==> src/logic/lsm_pkg.sv <==
// package of constants, types and register map for the light setpoint manager
package lsm_pkg;
    localparam int unsigned clk_hz = 100_000_000;
    localparam int unsigned settle_ms = 2000;
    localparam int unsigned shift_timeout_ms = 30000;
    localparam int unsigned settle_cycles = (clk_hz / 1000) * settle_ms;
    localparam int unsigned shift_timeout_cycles = (clk_hz / 1000) * shift_timeout_ms;
    localparam int unsigned ms_cycles = clk_hz / 1000;

    localparam logic [7:0] reg_cfg = 8'h00;
    localparam logic [7:0] reg_default_sp = 8'h04;
    localparam logic [7:0] reg_limits = 8'h08;
    localparam logic [7:0] reg_offsets = 8'h0c;
    localparam logic [7:0] reg_status = 8'h10;
    localparam logic [7:0] reg_setpoint = 8'h14;

    localparam int unsigned cfg_persist_bit = 0;
    localparam int unsigned cfg_teach_pol_lsb = 1;
    localparam int unsigned cfg_overwrite_bit = 3;
    localparam int unsigned cfg_nchan_lsb = 4;
    localparam int unsigned cfg_method_lsb = 6;
    localparam int unsigned cfg_hyst_pct_lsb = 8;
    localparam int unsigned cfg_onoff_hyst_lsb = 16;

    localparam logic [31:0] cfg_reset = 32'h0000_1410;
    localparam logic [15:0] default_sp_reset = 16'h0190;
    localparam logic [31:0] limits_reset = 32'hffff_0000;
    localparam logic [31:0] offsets_reset = 32'h0000_0000;

    localparam logic [3:0] dim_stop = 4'h0;

    typedef enum logic [1:0]
    {
        teach_one_active = 2'b00,
        teach_zero_active = 2'b01,
        teach_both_active = 2'b10
    } lsm_teach_mode_type;

    typedef enum logic [1:0]
    {
        sh_idle = 2'b00,
        sh_active = 2'b01,
        sh_settle = 2'b10
    } lsm_shift_state_type;

    typedef struct packed
    {
        logic valid;
        logic [3:0] code;
    } lsm_dim_type;
endpackage

==> src/logic/lsm_band.sv <==
// upper limit of the setpoint band from setpoint and relative hysteresis
`timescale 1ns/1ps
`default_nettype none
module lsm_band
    import lsm_pkg::*;
(
    // clock and reset
    input wire logic hclk,
    input wire logic hresetn,
    // setpoint and hysteresis percent
    input wire logic [15:0] setpoint,
    input wire logic [7:0] hyst_pct,
    // band upper limit
    output logic [15:0] upper
);
    typedef struct packed
    {
        logic [15:0] upper;
    } lsm_band_state_type;

    lsm_band_state_type state;
    lsm_band_state_type next_state;

    always_comb
    begin
        logic [31:0] prod;
        logic [31:0] up;
        prod = 32'(setpoint) * 32'(hyst_pct);
        up = 32'(setpoint) + prod / 32'd100;
        next_state.upper = (up > 32'h0000_ffff) ? 16'hffff : up[15:0];
    end

    always_ff @(posedge hclk or negedge hresetn)
    begin
        if (!hresetn)
        begin
            state <= '0;
        end
        else
        begin
            state <= next_state;
        end
    end

    assign upper = state.upper;
endmodule
`default_nettype wire

==> src/logic/lsm_offset_channel.sv <==
// fixed offset derivation of one secondary channel from the primary output
`timescale 1ns/1ps
`default_nettype none
module lsm_offset_channel
    import lsm_pkg::*;
(
    // clock and reset
    input wire logic hclk,
    input wire logic hresetn,
    // primary output and configuration
    input wire logic [7:0] primary,
    input wire logic signed [8:0] offset,
    input wire logic [7:0] onoff_hyst,
    input wire logic enable,
    // derived value
    output logic [7:0] value
);
    typedef struct packed
    {
        logic on;
        logic [7:0] value;
    } lsm_oc_state_type;

    lsm_oc_state_type state;
    lsm_oc_state_type next_state;

    always_comb
    begin
        logic signed [10:0] sum;
        logic [8:0] thresh;
        logic [8:0] hyst;
        sum = 11'sd0;
        thresh = 9'h000;
        hyst = 9'h000;
        next_state = state;
        // negative offset: turn on only once primary clears threshold plus hysteresis;
        // a positive offset cannot toggle near zero, so it follows every output from 1
        thresh = (offset < 0) ? 9'(-offset) : 9'h000;
        hyst = (offset < 0) ? {1'b0, onoff_hyst} : 9'h000;
        if (primary == 8'h00 || !enable)
        begin
            next_state.on = 1'b0;
        end
        else if (!state.on && {1'b0, primary} > thresh + hyst)
        begin
            next_state.on = 1'b1;
        end
        else if (state.on && {1'b0, primary} <= thresh)
        begin
            next_state.on = 1'b0;
        end
        sum = $signed({3'b000, primary}) + 11'(offset);
        if (!next_state.on)
        begin
            next_state.value = 8'h00;
        end
        else if (sum < 0)
        begin
            next_state.value = 8'h00;
        end
        else if (sum > 11'sd255)
        begin
            next_state.value = 8'hff;
        end
        else
        begin
            next_state.value = sum[7:0];
        end
    end

    always_ff @(posedge hclk or negedge hresetn)
    begin
        if (!hresetn)
        begin
            state <= '0;
        end
        else
        begin
            state <= next_state;
        end
    end

    assign value = state.value;
endmodule
`default_nettype wire

==> src/logic/lsm_top.sv <==
// light setpoint manager: setpoint shift, teach, reset, download and channel offsets
// Behaviour
// - shift starts on 4-bit dimming in control
// - forward shift dimming to primary channel
// - sender stops shift; stop forwarded to primary
// - two seconds after stop, store measured brightness
// - thirty second timeout sends stop, then stores
// - limit crossed: stop, adopt limit as setpoint
// - option: shift temporary or permanent
// - permanent setpoint kept until new preset
// - teach stores measured brightness immediately
// - teach polarity configurable; inactive restores default
// - teach and reset ignore control state
// - reset input always restores default setpoint
// - download overwrites external setpoint only if enabled
// - without external preset, default setpoint used
// - one to three channels selectable
// - several channels: absolute byte outputs only
// - secondary channels derived from primary by offset
// - fixed offset above zero, zero forces zero
// - on-off hysteresis against secondary toggling
// - band upper limit recomputed from setpoint
// - two-byte external setpoint preset accepted
`timescale 1ns/1ps
`default_nettype none
module lsm_top
    import lsm_pkg::*;
#(
    parameter int unsigned settle_count = settle_cycles,
    parameter int unsigned timeout_count = shift_timeout_cycles
)
(
    // bus clock and reset
    input wire logic hclk,
    input wire logic hresetn,
    // ahb-lite slave
    input wire logic hsel,
    input wire logic [31:0] haddr,
    input wire logic [1:0] htrans,
    input wire logic hwrite,
    input wire logic [2:0] hsize,
    input wire logic [31:0] hwdata,
    input wire logic hready,
    output logic [31:0] hrdata,
    output logic hreadyout,
    output logic hresp,
    // control context and sensor
    input wire logic in_control,
    input wire logic phase_end,
    input wire logic [15:0] brightness,
    input wire logic config_download,
    // telegram objects in
    input wire lsm_dim_type shift_dim,
    input wire logic teach_valid,
    input wire logic teach_value,
    input wire logic sp_reset_valid,
    input wire logic preset_valid,
    input wire logic [15:0] preset_value,
    input wire logic [7:0] primary_abs,
    // telegram objects out
    output lsm_dim_type ch1_dim,
    output logic [15:0] active_setpoint,
    output logic [15:0] band_upper,
    output logic [7:0] ch1_abs,
    output logic [7:0] ch2_abs,
    output logic [7:0] ch3_abs,
    output logic shift_busy
);
    typedef struct packed
    {
        logic [31:0] cfg;
        logic [15:0] default_sp;
        logic [31:0] limits;
        logic [31:0] offsets;
        logic [15:0] setpoint;
        logic [15:0] perm_sp;
        logic external;
        logic temp_shift;
        lsm_shift_state_type sh;
        logic busy;
        logic [31:0] timer;
        logic limit_hit;
        logic [15:0] limit_val;
        lsm_dim_type ch1_dim;
        logic [7:0] ch1_abs;
        logic [7:0] ch2_abs;
        logic [7:0] ch3_abs;
        logic dp_pending;
        logic dp_write;
        logic [7:0] dp_addr;
        logic [31:0] hrdata;
    } lsm_state_type;

    lsm_state_type state;
    lsm_state_type next_state;
    logic [7:0] sec2;
    logic [7:0] sec3;
    logic [15:0] upper;

    function automatic logic teach_active(input logic [1:0] mode, input logic v);
        case (mode)
            teach_one_active: teach_active = v;
            teach_zero_active: teach_active = !v;
            teach_both_active: teach_active = 1'b1;
            default: teach_active = v;
        endcase
    endfunction

    function automatic logic [31:0] reg_read(input lsm_state_type s, input logic [7:0] a);
        case (a)
            reg_cfg: reg_read = s.cfg;
            reg_default_sp: reg_read = {16'h0000, s.default_sp};
            reg_limits: reg_read = s.limits;
            reg_offsets: reg_read = s.offsets;
            reg_status: reg_read = {26'h0, s.limit_hit, s.temp_shift, s.external, 1'b0, s.sh};
            reg_setpoint: reg_read = {16'h0000, s.setpoint};
            default: reg_read = 32'h0000_0000;
        endcase
    endfunction

    always_comb
    begin
        logic [1:0] nchan;
        logic [15:0] lo_lim;
        logic [15:0] hi_lim;
        logic new_preset;
        nchan = state.cfg[cfg_nchan_lsb +: 2];
        lo_lim = state.limits[15:0];
        hi_lim = state.limits[31:16];
        new_preset = 1'b0;
        next_state = state;
        next_state.ch1_dim = '0;

        // bus slave: zero wait state, whole-register writes
        next_state.dp_pending = hsel && hready && htrans[1];
        next_state.dp_write = hwrite;
        next_state.dp_addr = haddr[7:0];
        if (hsel && hready && htrans[1] && !hwrite)
        begin
            next_state.hrdata = reg_read(state, haddr[7:0]);
        end
        if (state.dp_pending && state.dp_write)
        begin
            case (state.dp_addr)
                reg_cfg: next_state.cfg = hwdata;
                reg_default_sp: next_state.default_sp = hwdata[15:0];
                reg_limits: next_state.limits = hwdata;
                reg_offsets: next_state.offsets = hwdata;
                default: next_state.cfg = state.cfg;
            endcase
        end

        // setpoint shift sequence
        case (state.sh)
            sh_idle:
            begin
                if (shift_dim.valid && in_control && shift_dim.code[2:0] != 3'b000)
                begin
                    next_state.ch1_dim = shift_dim;
                    next_state.sh = sh_active;
                    next_state.timer = 32'h0;
                    next_state.limit_hit = 1'b0;
                end
            end
            sh_active:
            begin
                next_state.timer = state.timer + 32'h1;
                if (shift_dim.valid)
                begin
                    next_state.ch1_dim = shift_dim;
                    next_state.timer = 32'h0;
                    if (shift_dim.code[2:0] == 3'b000)
                    begin
                        next_state.sh = sh_settle;
                    end
                end
                else if (brightness > hi_lim || brightness < lo_lim)
                begin
                    next_state.ch1_dim = '{valid: 1'b1, code: dim_stop};
                    next_state.limit_hit = 1'b1;
                    next_state.limit_val = (brightness > hi_lim) ? hi_lim : lo_lim;
                    next_state.setpoint = next_state.limit_val;
                    next_state.sh = sh_idle;
                    new_preset = 1'b1;
                end
                else if (state.timer >= 32'(timeout_count - 1))
                begin
                    next_state.ch1_dim = '{valid: 1'b1, code: dim_stop};
                    next_state.sh = sh_settle;
                    next_state.timer = 32'h0;
                end
            end
            sh_settle:
            begin
                next_state.timer = state.timer + 32'h1;
                if (state.timer >= 32'(settle_count - 1))
                begin
                    next_state.setpoint = brightness;
                    next_state.sh = sh_idle;
                    new_preset = 1'b1;
                end
            end
            default: next_state.sh = sh_idle;
        endcase
        if (new_preset)
        begin
            next_state.external = 1'b1;
            next_state.temp_shift = !state.cfg[cfg_persist_bit];
        end

        // temporary shift ends with the control phase
        if (phase_end && state.temp_shift)
        begin
            next_state.setpoint = state.perm_sp;
            next_state.temp_shift = 1'b0;
        end

        // preset, teach and reset act in any control state
        if (preset_valid)
        begin
            next_state.setpoint = preset_value;
            next_state.external = 1'b1;
            next_state.temp_shift = 1'b0;
        end
        if (teach_valid)
        begin
            if (teach_active(state.cfg[cfg_teach_pol_lsb +: 2], teach_value))
            begin
                next_state.setpoint = brightness;
                next_state.external = 1'b1;
                next_state.temp_shift = 1'b0;
            end
            else
            begin
                next_state.setpoint = state.default_sp;
                next_state.external = 1'b0;
                next_state.temp_shift = 1'b0;
            end
        end
        if (sp_reset_valid)
        begin
            next_state.setpoint = state.default_sp;
            next_state.external = 1'b0;
            next_state.temp_shift = 1'b0;
        end
        if (config_download && (state.cfg[cfg_overwrite_bit] || !state.external))
        begin
            next_state.setpoint = state.default_sp;
            next_state.external = 1'b0;
            next_state.temp_shift = 1'b0;
        end
        // permanent copy survives a temporary shift
        if (!next_state.temp_shift)
        begin
            next_state.perm_sp = next_state.setpoint;
        end

        next_state.busy = next_state.sh != sh_idle;
        // channel outputs: secondaries only when configured
        next_state.ch1_abs = primary_abs;
        next_state.ch2_abs = (nchan >= 2'd2) ? sec2 : 8'h00;
        next_state.ch3_abs = (nchan >= 2'd3) ? sec3 : 8'h00;
    end

    always_ff @(posedge hclk or negedge hresetn)
    begin
        if (!hresetn)
        begin
            state <= '0;
            state.cfg <= cfg_reset;
            state.default_sp <= default_sp_reset;
            state.setpoint <= default_sp_reset;
            state.perm_sp <= default_sp_reset;
            state.limits <= limits_reset;
            state.offsets <= offsets_reset;
        end
        else
        begin
            state <= next_state;
        end
    end

    lsm_offset_channel u_ch2
    (
        .hclk(hclk),
        .hresetn(hresetn),
        .primary(primary_abs),
        .offset(state.offsets[8:0]),
        .onoff_hyst(state.cfg[cfg_onoff_hyst_lsb +: 8]),
        .enable(state.cfg[cfg_nchan_lsb +: 2] >= 2'd2),
        .value(sec2)
    );

    lsm_offset_channel u_ch3
    (
        .hclk(hclk),
        .hresetn(hresetn),
        .primary(primary_abs),
        .offset(state.offsets[24:16]),
        .onoff_hyst(state.cfg[cfg_onoff_hyst_lsb +: 8]),
        .enable(state.cfg[cfg_nchan_lsb +: 2] >= 2'd3),
        .value(sec3)
    );

    lsm_band u_band
    (
        .hclk(hclk),
        .hresetn(hresetn),
        .setpoint(state.setpoint),
        .hyst_pct(state.cfg[cfg_hyst_pct_lsb +: 8]),
        .upper(upper)
    );

    // secondary dimmers listen on the primary dimming address, nothing to drive here
    assign ch1_dim = state.ch1_dim;
    assign active_setpoint = state.setpoint;
    assign band_upper = upper;
    assign ch1_abs = state.ch1_abs;
    assign ch2_abs = state.ch2_abs;
    assign ch3_abs = state.ch3_abs;
    assign shift_busy = state.busy;
    assign hrdata = state.hrdata;
    assign hreadyout = 1'b1;
    assign hresp = 1'b0;
endmodule
`default_nettype wire

==> config.mk <==
export PLATFORM = sky130hd
export DESIGN_NAME = lsm_top
export DESIGN_NICKNAME = d
export VERILOG_FILES = /design/src/logic/lsm_pkg.sv /design/src/logic/lsm_band.sv /design/src/logic/lsm_offset_channel.sv /design/src/logic/lsm_top.sv
export SDC_FILE = /design/constraint.sdc
export NUM_CORES = 1
export LEC_CHECK = 0
export BUFFER_PORTS_ARGS = -buffer_cell sky130_fd_sc_hd__buf_2
export CAP_MARGIN = 15
export CORE_UTILIZATION = 59
export DETAILED_ROUTE_END_ITERATION = 10
export HOLD_SLACK_MARGIN = 0.03
export PLACE_DENSITY = 0.88
export SLEW_MARGIN = 10
export SYNTH_ARGS = -nofsm -noshare
export SYNTH_HDL_FRONTEND = slang
export SYNTH_SLANG_ARGS = --single-unit
==> constraint.sdc <==
create_clock -name hclk -period 29.7 [get_ports hclk]
set_input_delay 0 -clock hclk [delete_from_list [all_inputs] [get_ports hclk]]
set_output_delay 0 -clock hclk [all_outputs]
set_load 0.01 [all_outputs]
# Word level (Yosys, flattened, before mapping)
# Index checks and enable logic that the tools add are counted.
[totals]
word_cells = 175
output_inout_bits = 96
register_bits = 303
[op_classes]
n_reduce_logical = 41
mul = 1
n_eq_ne = 15
magnitude_cmp = 17
addsub = 8
div = 1
n_mux = 64
bitwise = 1
[op_table]
columns = ["op", "n"]
rows = [
  ["case mux 32 bit (6 select lines)", 1],
  ["2-to-1 mux 16 bit", 11],
  ["2-to-1 mux 32 bit", 3],
  ["case mux 32 bit (3 select lines)", 1],
  ["2-to-1 mux 8 bit", 10],
  ["2-to-1 mux 17 bit", 2],
  ["2-to-1 mux 33 bit", 1],
  ["adder 16 x 32 -> 32 bit", 1],
  ["adder 32 x 1 -> 32 bit, second input constant", 1],
  ["divider 24 x 7 -> 32 bit, second input constant", 1],
  ["== test 8 x 4 -> 1 bit, second input constant", 4],
  ["greater-or-equal comparator 32 x 28 -> 1 bit, second input constant", 1],
  ["greater-or-equal comparator 32 bit, second input constant", 1],
  ["> comparator 32 x 16 -> 1 bit, second input constant", 1],
  ["case mux 16 bit (2 select lines)", 1],
  ["logical NOT 8 bit", 3],
  ["multiplier 16 x 8 -> 24 bit", 1],
  ["2-to-1 mux 2 bit", 12],
  ["adder 9 x 9 -> 10 bit", 2],
  ["> comparator 10 x 9 -> 1 bit, second input constant", 2],
  ["less-than comparator 10 x 1 -> 1 bit, second input constant", 2],
  ["2-to-1 mux 5 bit", 4],
  ["adder 9 bit", 2],
  ["> comparator 8 x 9 -> 1 bit", 2],
  ["other kinds (28)", 78],
]

# Depth between registers and ports, before layout
# Gate-level depths: netlist (run 1).
[depth]
word_depth = 11
mapped_depth = 83
depth_no_buf = 76

# Hierarchy
# From an unflattened synthesis (run 1), not the netlist that was laid out.
[hier_totals]
cells_unflattened = 2921
area_unflattened_um2 = 26783.2
[modules_own_cells]
columns = ["mod", "cells_each", "area_per_inst_um2", "n_inst"]
rows = [
  ["lsm_top", 1236, 13489.2, 1],
  ["lsm_band", 1265, 9910.8, 1],
  ["lsm_offset_channel", 210, 1691.6, 2],
]

# Least setup slack after synthesis (run 1)
# OpenSTA, ideal clock, no wires.
[synth_path]
kind = "reg-to-reg"
from = "register state[249] (netlist name)"
to = "register u_band.state (netlist bit u_band.upper[10])"
synth_period_minus_slack_ps = 16942
path_stages_with_launch = 76
setup_slack_ps = 12758
arrival_ps = 16808
t_required_ps = 29566
setup_ps = 134
cell_sequence = "dfstp_2 clkbuf_1 nand2_1 fa_1 inv_1 fa_1 fa_1 inv_1 fa_1 inv_1 ha_1 buf_4 a21o_1 a31oi_1 nor2b_1 a31oi_4 mux2i_4 nand2_1 [40 not listed] nor2_1 nor2_1 o21bai_1 a21oi_1 o21bai_1 a21oi_1 o21bai_1 a21oi_1 o21bai_1 a21oi_1 o21bai_1 a21oi_1 nor2b_1 o21ai_0 nand2_1 a221oi_1 clkbuf_1 nand2_1"
[synth_rtl]
columns = ["item", "line", "text"]
rows = [
  ["start: declaration", "lsm_top.sv:94", "lsm_state_type state;"],
  ["start signal: assignment", "lsm_top.sv:279", "state <= next_state;"],
  ["end signal: assignment", "lsm_band.sv:41", "state <= next_state;"],
  ["end: declaration", "lsm_band.sv:21", "lsm_band_state_type state;"],
]

==> run_results.csv, run 1 <==
group,metric,value,unit
synth,ys_top_cells_by_area,"dfrtp_1, ha_1, fa_1",
clock_tree,ctsResizeCount,0,
clock_tree,clockBufferDepth,3,
synth,synth-edff-count,0,
floorplanning,die_area,43980,um^2
route,vias,23370,
setup_path,crit_slowest_cell,"dfrtp_1",
setup_path,crit_arrival,21.10,ns
synth,synth_top_area_frac,0.2546,
sta,fin_crit_sh,0.6975,
flow_run,cap_violations,0,
global_route,grt_max_degree,78,
final_layout,drive_above_1_share,0.1723,
sta,finalCriticalPeriod,20.72,ns
route,vias_per_cell,6.575,
placement,gp_congestion,0.9491,
power_and_ir_drop,power.density,54.14,nW/um^2
final_layout,nNetsFinal,3367,
clock_tree,cts-hold-fix-buffers,95,
clock_tree,cts_setup_buffers,0,
setup_path,rr_worst_depth,71,
placement,port_buffers,191,
sta,rsz0062_at_grt,"false",
placement,hpwlAfterDp,53170,um
sta,timing.fmax,48.27,MHz
route,wl_per_cell,21.70,um
route,antenna_left,0,
final_layout,layout.cells.non_filler,3554,
clock_tree,clk_pin_slew,0.06,ns
synth,yosys_warnings,0,
synth,yosys-top-cells-count,"nand2_1, dfrtp_1, a21oi_1",
global_route,grt_pass1_wl,123300,um
floorplanning,die_x,209.7,um
global_route,antenna_found_initial,5,
global_route,grt_usage,0.3498,
clock_tree,h-tree-depth,2,
setup_path,critPathMaxStageDelay,0.86,ns
floorplanning,core_area,42230,um^2
synth,synth-main-ff-cell,"dfrtp_1",
floorplanning,fp-row-count,75,
setup_path,crit_path_max_fanout,16,
placement,dp.cells,3394,
setup_path,cp.required,30.08,ns
setup_path,r2r_slack,8.98,ns
clock_tree,root_buffer,"clkbuf_16",
synth,syn-num-nets,3237,
synth,synth_area,25460,um^2
floorplanning,ioPinCount,222,
power_and_ir_drop,irDropWorstVdd,0.06460,mV
floorplanning,die_h,209.7,um
sta,drv_slew,0,
route,drc_errors,0,
floorplanning,start_util,0.6028,
sta,setup_viol,0,
hold_path,holdCritPathClass,"input pin to asynchronous set/reset pin",
power_and_ir_drop,p_leak,13.44,nW
setup_path,crit_top_cell,"a21oi_1",
clock_tree,cts_tree,"built",
sta,skew,0.02213,ns
power_and_ir_drop,total_power,0.001529,W
setup_path,start_kind,"flop",
synth,synth_most_common_cell,"nand2_1",
clock_tree,clk_latency,0.56,ns
route,routed_wirelength,77120,um
final_layout,synthToLayoutAreaGrowth,10.95,%
synth,synth-seq-area-share,0.2835,
synth,syn_avg_cell_area,8.907,um^2
route,drt_iter0_drc,2593,
synth,syn_inst,2858,
run_status,run_status,"finished, final reports clean",
setup_path,end_kind,"flop",
synth,netlist-cell-type-count,120,
sta,hold_ws,0.03468,ns
sta,final-hold-violation-count,0,
global_route,grt_pass1_vias,23530,
clock_tree,cts_made_buffers,35,
global_route,overflow,0,
clock_tree,cts.sinks,287,
synth,synth.largest_area_cell,"dfrtp_1",
sta,slew_headroom,0.2587,
setup_path,r2r-start,"active_setpoint[1]",
sta,tns,0,ns
sta,tightest_slew,1.109,ns
route,drt_pass1_iterations,8,
synth,async_reset_ff_frac,1.000,
setup_path,path_class,"flop to flop",
setup_path,r2r_end,"u_band.upper[14]",
synth,ys_ff_latch,287,
[cells by family (layout without fill, tap and decap cells)]
kind of cell	Yosys count	in the layout	share of synthesized area
adders and majority gates	254	254	0.1510
other	2	4	0.0002950
xor gates and xnor gates	106	106	0.03795
DFF	287	287	0.2835
muxes	195	195	0.08454
and+or+nand+nor	877	877	0.1720
buffers and inverters	402	557	0.07422
AOI/OAI and AO/OA	735	735	0.1965
[report_power, final]
group | switching (W) | internal, W | total, W
sequential | 0.0000364 | 0.000424 | 0.000460
combinational | 0.000377 | 0.000255 | 0.000631
clock | 0.000181 | 0.000256 | 0.000438
[layout by cell type (no fill, tap or decap), types with 29 or more instances in the layout]
cell type	n
and2_1	130
nor2_1	150
inv_1	184
mux2i_1	57
dfrtp_1	259
ha_1	164
o31ai_1	29
a21oi_1	190
nand2_1	316
xor2_1	30
xnor2_1	71
mux2_2	132
clkbuf_16	35
dlygate4sd3_1	94
buf_2	190
o21a_1	33
fa_1	89
o21ai_0	161
nand4_1	33
and3_1	31
nor3_1	40
nand3_1	37
[how the worst max path moves through the flow]
stage	start	endpoint	slack, ns	cells past startpoint
after floorplan	state[249]	u_band.upper[10]	12.76	75
after global placement	active_setpoint[0]	u_band.upper[14]	10.01	72
after detailed placement	active_setpoint[1]	u_band.upper[14]	9.54	71
after CTS	active_setpoint[1]	u_band.upper[14]	9.44	71
after global routing	active_setpoint[0]	u_band.upper[14]	7.66	72
final	active_setpoint[1]	u_band.upper[14]	8.98	71
[critical path: cells and delay by family (launching register included)]
family                     cells  cell delay (ns)
AOI/OAI and AO/OA             38             9.56
xor gates and xnor gates       1             0.74
adders and majority gates      7             3.13
buffers and inverters          4             0.45
DFF                            1             0.86
muxes                          3             1.30
and+or+nand+nor               18             4.48
[layer usage]
metal | GRT usage | share of wire | routed length (um)
met4 | 0.1601 | 0.045 | 3433
met1 | 0.4437 | 0.39 | 29970
met2 | 0.5784 | 0.47 | 36470
met5 | 0 | 0.00045 | 35
met3 | 0.06793 | 0.093 | 7206
[cell type report]
cell class | count | area [um^2]
Sequential cell | 287 | 7217
Clock inverter | 15 | 170.2
Tap cell | 539 | 674.4
Inverter | 188 | 708.2
Fill cell | 3135 | 13990
Timing Repair Buffer | 307 | 2092
Multi-Input combinational cell | 2169 | 16370
Antenna cell | 2 | 5.005
Clock buffer | 47 | 1001
[registers in the layout, indices dropped and copies added, names as in the netlist]
name	cells
active_setpoint	16
ch1_abs	8
ch1_dim	5
ch2_abs	8
ch3_abs	8
hrdata	32
shift_busy	1
state	175
u_band.upper	16
u_ch2.state	1
u_ch2.value	8
u_ch3.state	1
u_ch3.value	8
[per-stage QoR]
step	instance area (um^2)	util	worst slack [ns]
6_report	28240	0.6688	8.985
5_1_grt	28240	0.6687	7.659
4_1_cts	28230	0.6684	9.438
3_5_place_dp	26090	0.6177	9.544
3_3_place_gp	26090	0.6177	10.01
2_1_floorplan	25460	-	12.76
(Power assumes the default switching activity.)
==> run 2, diff against run 1 <==
clock period = 20.5 ns   (was 29.7 ns; I/O delays follow)
==> run 2 against run 1 <==
Compared with the run above:
- sequential share of layout area about the same
- via count decreased by 0.47%
- cell count grew 0.14%
- final area is 0.28% higher
- critical path depth rose by 1
- die area stayed put
- core utilization up 0.19 points
- global-route usage increased by 0.15 points
- clock power is 42% higher
- worst hold slack better by 0.0069 ns
- combinational power is 47% higher
- critical path type unchanged
- critical endpoint unchanged
- highest routed layer unchanged
==> run_results.csv, run 2 (synthesis gave the netlist of run 1 again) <==
group,metric,value,unit
clock_tree,clk_pin_slew,0.06,ns
hold_path,holdCritPathClass,"input pin to asynchronous set/reset pin",
final_layout,post-route-util,0.6707,
route,drc_errors,0,
power_and_ir_drop,p_leak,13.41,nW
floorplanning,ioPinCount,222,
setup_path,rr_worst_depth,72,
setup_path,crit_top_cell,"a21oi_1",
final_layout,top_register,"state",
clock_tree,clk_latency,0.56,ns
route,vias_per_cell,6.535,
setup_path,r2r_end,"u_band.upper[14]",
sta,finalCriticalPeriod,19.29,ns
setup_path,r2r_slack,1.21,ns
final_layout,multi_input_area,16460,um^2
floorplanning,start_util,0.6028,
final_layout,fillerInstances,3176,
clock_tree,clockBufferDepth,3,
setup_path,start_kind,"flop",
setup_path,path_delay_family,"compound AO/OA/AOI/OAI gates",
sta,hold_ws,0.04161,ns
global_route,antenna_found_initial,4,
final_layout,drive_above_1_share,0.1771,
final_layout,layout_common_cells,"nand2_1, dfrtp_1, buf_2",
clock_tree,cts_tree,"built",
setup_path,cp.required,20.91,ns
placement,port_buffers,191,
placement,post-place-ws,0.6542,ns
setup_path,worst-path-buf-inv,6,
sta,timing.fmax,51.84,MHz
sta,tightest_slew,1.113,ns
clock_tree,cts_made_buffers,34,
clock_tree,root_buffer,"clkbuf_16",
floorplanning,die_area,43980,um^2
global_route,grt_max_degree,84,
sta,skew,0.02605,ns
floorplanning,die_x,209.7,um
final_layout,nNetsFinal,3370,
route,wl_per_cell,21.71,um
clock_tree,cts.sinks,287,
setup_path,path_class,"flop to flop",
sta,setup_viol,0,
power_and_ir_drop,clkPwrFrac,0.280,
final_layout,postLayoutCellArea,28320,um^2
global_route,grt_pass1_wl,123500,um
final_layout,layout_commonest_cell,"nand2_1",
setup_path,critPathMaxStageDelay,0.75,ns
power_and_ir_drop,irDropWorstVdd,0.09610,mV
sta,rsz0062_at_grt,"false",
sta,final-hold-violation-count,0,
global_route,grt_usage,0.3514,
route,vias,23260,
setup_path,end_kind,"flop",
route,drt_pass1_iterations,8,
sta,fin_ws,1.211,ns
setup_path,crit_arrival,19.70,ns
global_route,grt_pass1_vias,23390,
power_and_ir_drop,seqPwrFrac,0.301,
setup_path,r2r-start,"state[248]",
run_status,run_status,"finished, final reports clean",
sta,slew_headroom,0.2563,
power_and_ir_drop,switching_power,0.0008642,W
final_layout,register_area,7229,um^2
global_route,overflow,0,
route,antenna_left,0,
power_and_ir_drop,p_int,0.001350,W
floorplanning,die_h,209.7,um
power_and_ir_drop,power.density,78.17,nW/um^2
sta,drv_slew,0,
placement,gp_congestion,0.9750,
sta,fin_crit_sh,0.9409,
flow_run,cap_violations,0,
floorplanning,core_area,42230,um^2
power_and_ir_drop,p_comb_frac,0.419,
setup_path,crit_slowest_cell,"dfrtp_1",
placement,place_area,26100,um^2
final_layout,largest_reg_flops,175,
setup_path,crit_path_max_fanout,18,
route,drt_iter0_drc,2284,
power_and_ir_drop,switching_share,0.3903,
final_layout,synthToLayoutAreaGrowth,11.26,%
placement,hpwlAfterDp,53660,um
sta,tns,0,ns
clock_tree,h-tree-depth,2,
route,routed_wirelength,77270,um
floorplanning,fp-row-count,75,
## run 2: cell count changes in the layout (fill, tap and decap cells not counted), moves of 2 or more
cell	delta
buf_4	+3
clkbuf_1	+7
clkbuf_8	-4
clkinv_2	-2
clkinv_4	-3
dfrtp_1	-10
dfrtp_2	+10
diode_2	+2
dlygate4sd3_1	+2
xor2_1	-2
## run 2: how the worst max path moves through the flow
stage / from / to / slack, ns / depth (start not counted)
after floorplan: state[249] / u_band.upper[10] / 3.56 / 75
after global placement: active_setpoint[1] / u_band.upper[0] / 1.18 / 72
after detailed placement: active_setpoint[1] / u_band.upper[14] / 0.65 / 72
after CTS: active_setpoint[1] / u_band.upper[14] / 0.58 / 72
after global routing: state[249] / u_band.upper[14] / 0.09 / 73
final: state[248] / u_band.upper[14] / 1.21 / 72
## run 2: final cells by class
cell class | count | share of cell area
multi-input combinational | 2169 | 0.5812
inverter | 188 | 0.02501
sequential | 287 | 0.2553
clock inverter | 12 | 0.006539
timing repair buffer | 311 | 0.07440
tap | 539 | 0.02381
clock buffer | 49 | 0.03344
antenna | 4 | 0.0003534
## run 2: power by group through the flow
stage	Combinational, W	Sequential [W]	Clock [W]
final	0.000928	0.000667	0.000620
after global routing	0.00101	0.000669	0.000647
after CTS	0.000899	0.000662	0.000622
after detailed placement	0.000872	0.000672	0
after global placement	0.000840	0.000670	0
after floorplan	0.000669	0.000651	0
## run 2: what timing repair did
item	CTS	global route
endpoints found under the hold margin	253	0
setup buffers	0	2
gates resized for setup	0	23
endpoints found under the setup margin	0	16
hold buffers	96	0
## run 2: routing by layer
metal / GRT usage / vias up / share of wire
met5: 0.002225 / - / 0.00014
met4: 0.1800 / 2 / 0.050
met3: 0.07272 / 298 / 0.10
met2: 0.5698 / 1364 / 0.46
met1: 0.4444 / 11300 / 0.38
li1: - / 10290 / -
## run 2: per-stage QoR
stage	total power [W]	std cells
floorplan	0.001320	2858
global placement	0.001510	3396
detailed placement	0.001544	3396
CTS	0.002183	3553
global route	0.002328	3556
finish	0.002214	3559
## run 2: worst register-to-register path, delay by kind of cell, from the launching register on
kind,cells,cell delay [ns]
adders and majority gates,7,3.11
DFF,1,0.75
muxes,3,1.20
AOI/OAI and AO/OA,39,9.24
xor gates and xnor gates,2,0.77
buffers and inverters,6,0.86
and+or+nand+nor,15,3.20
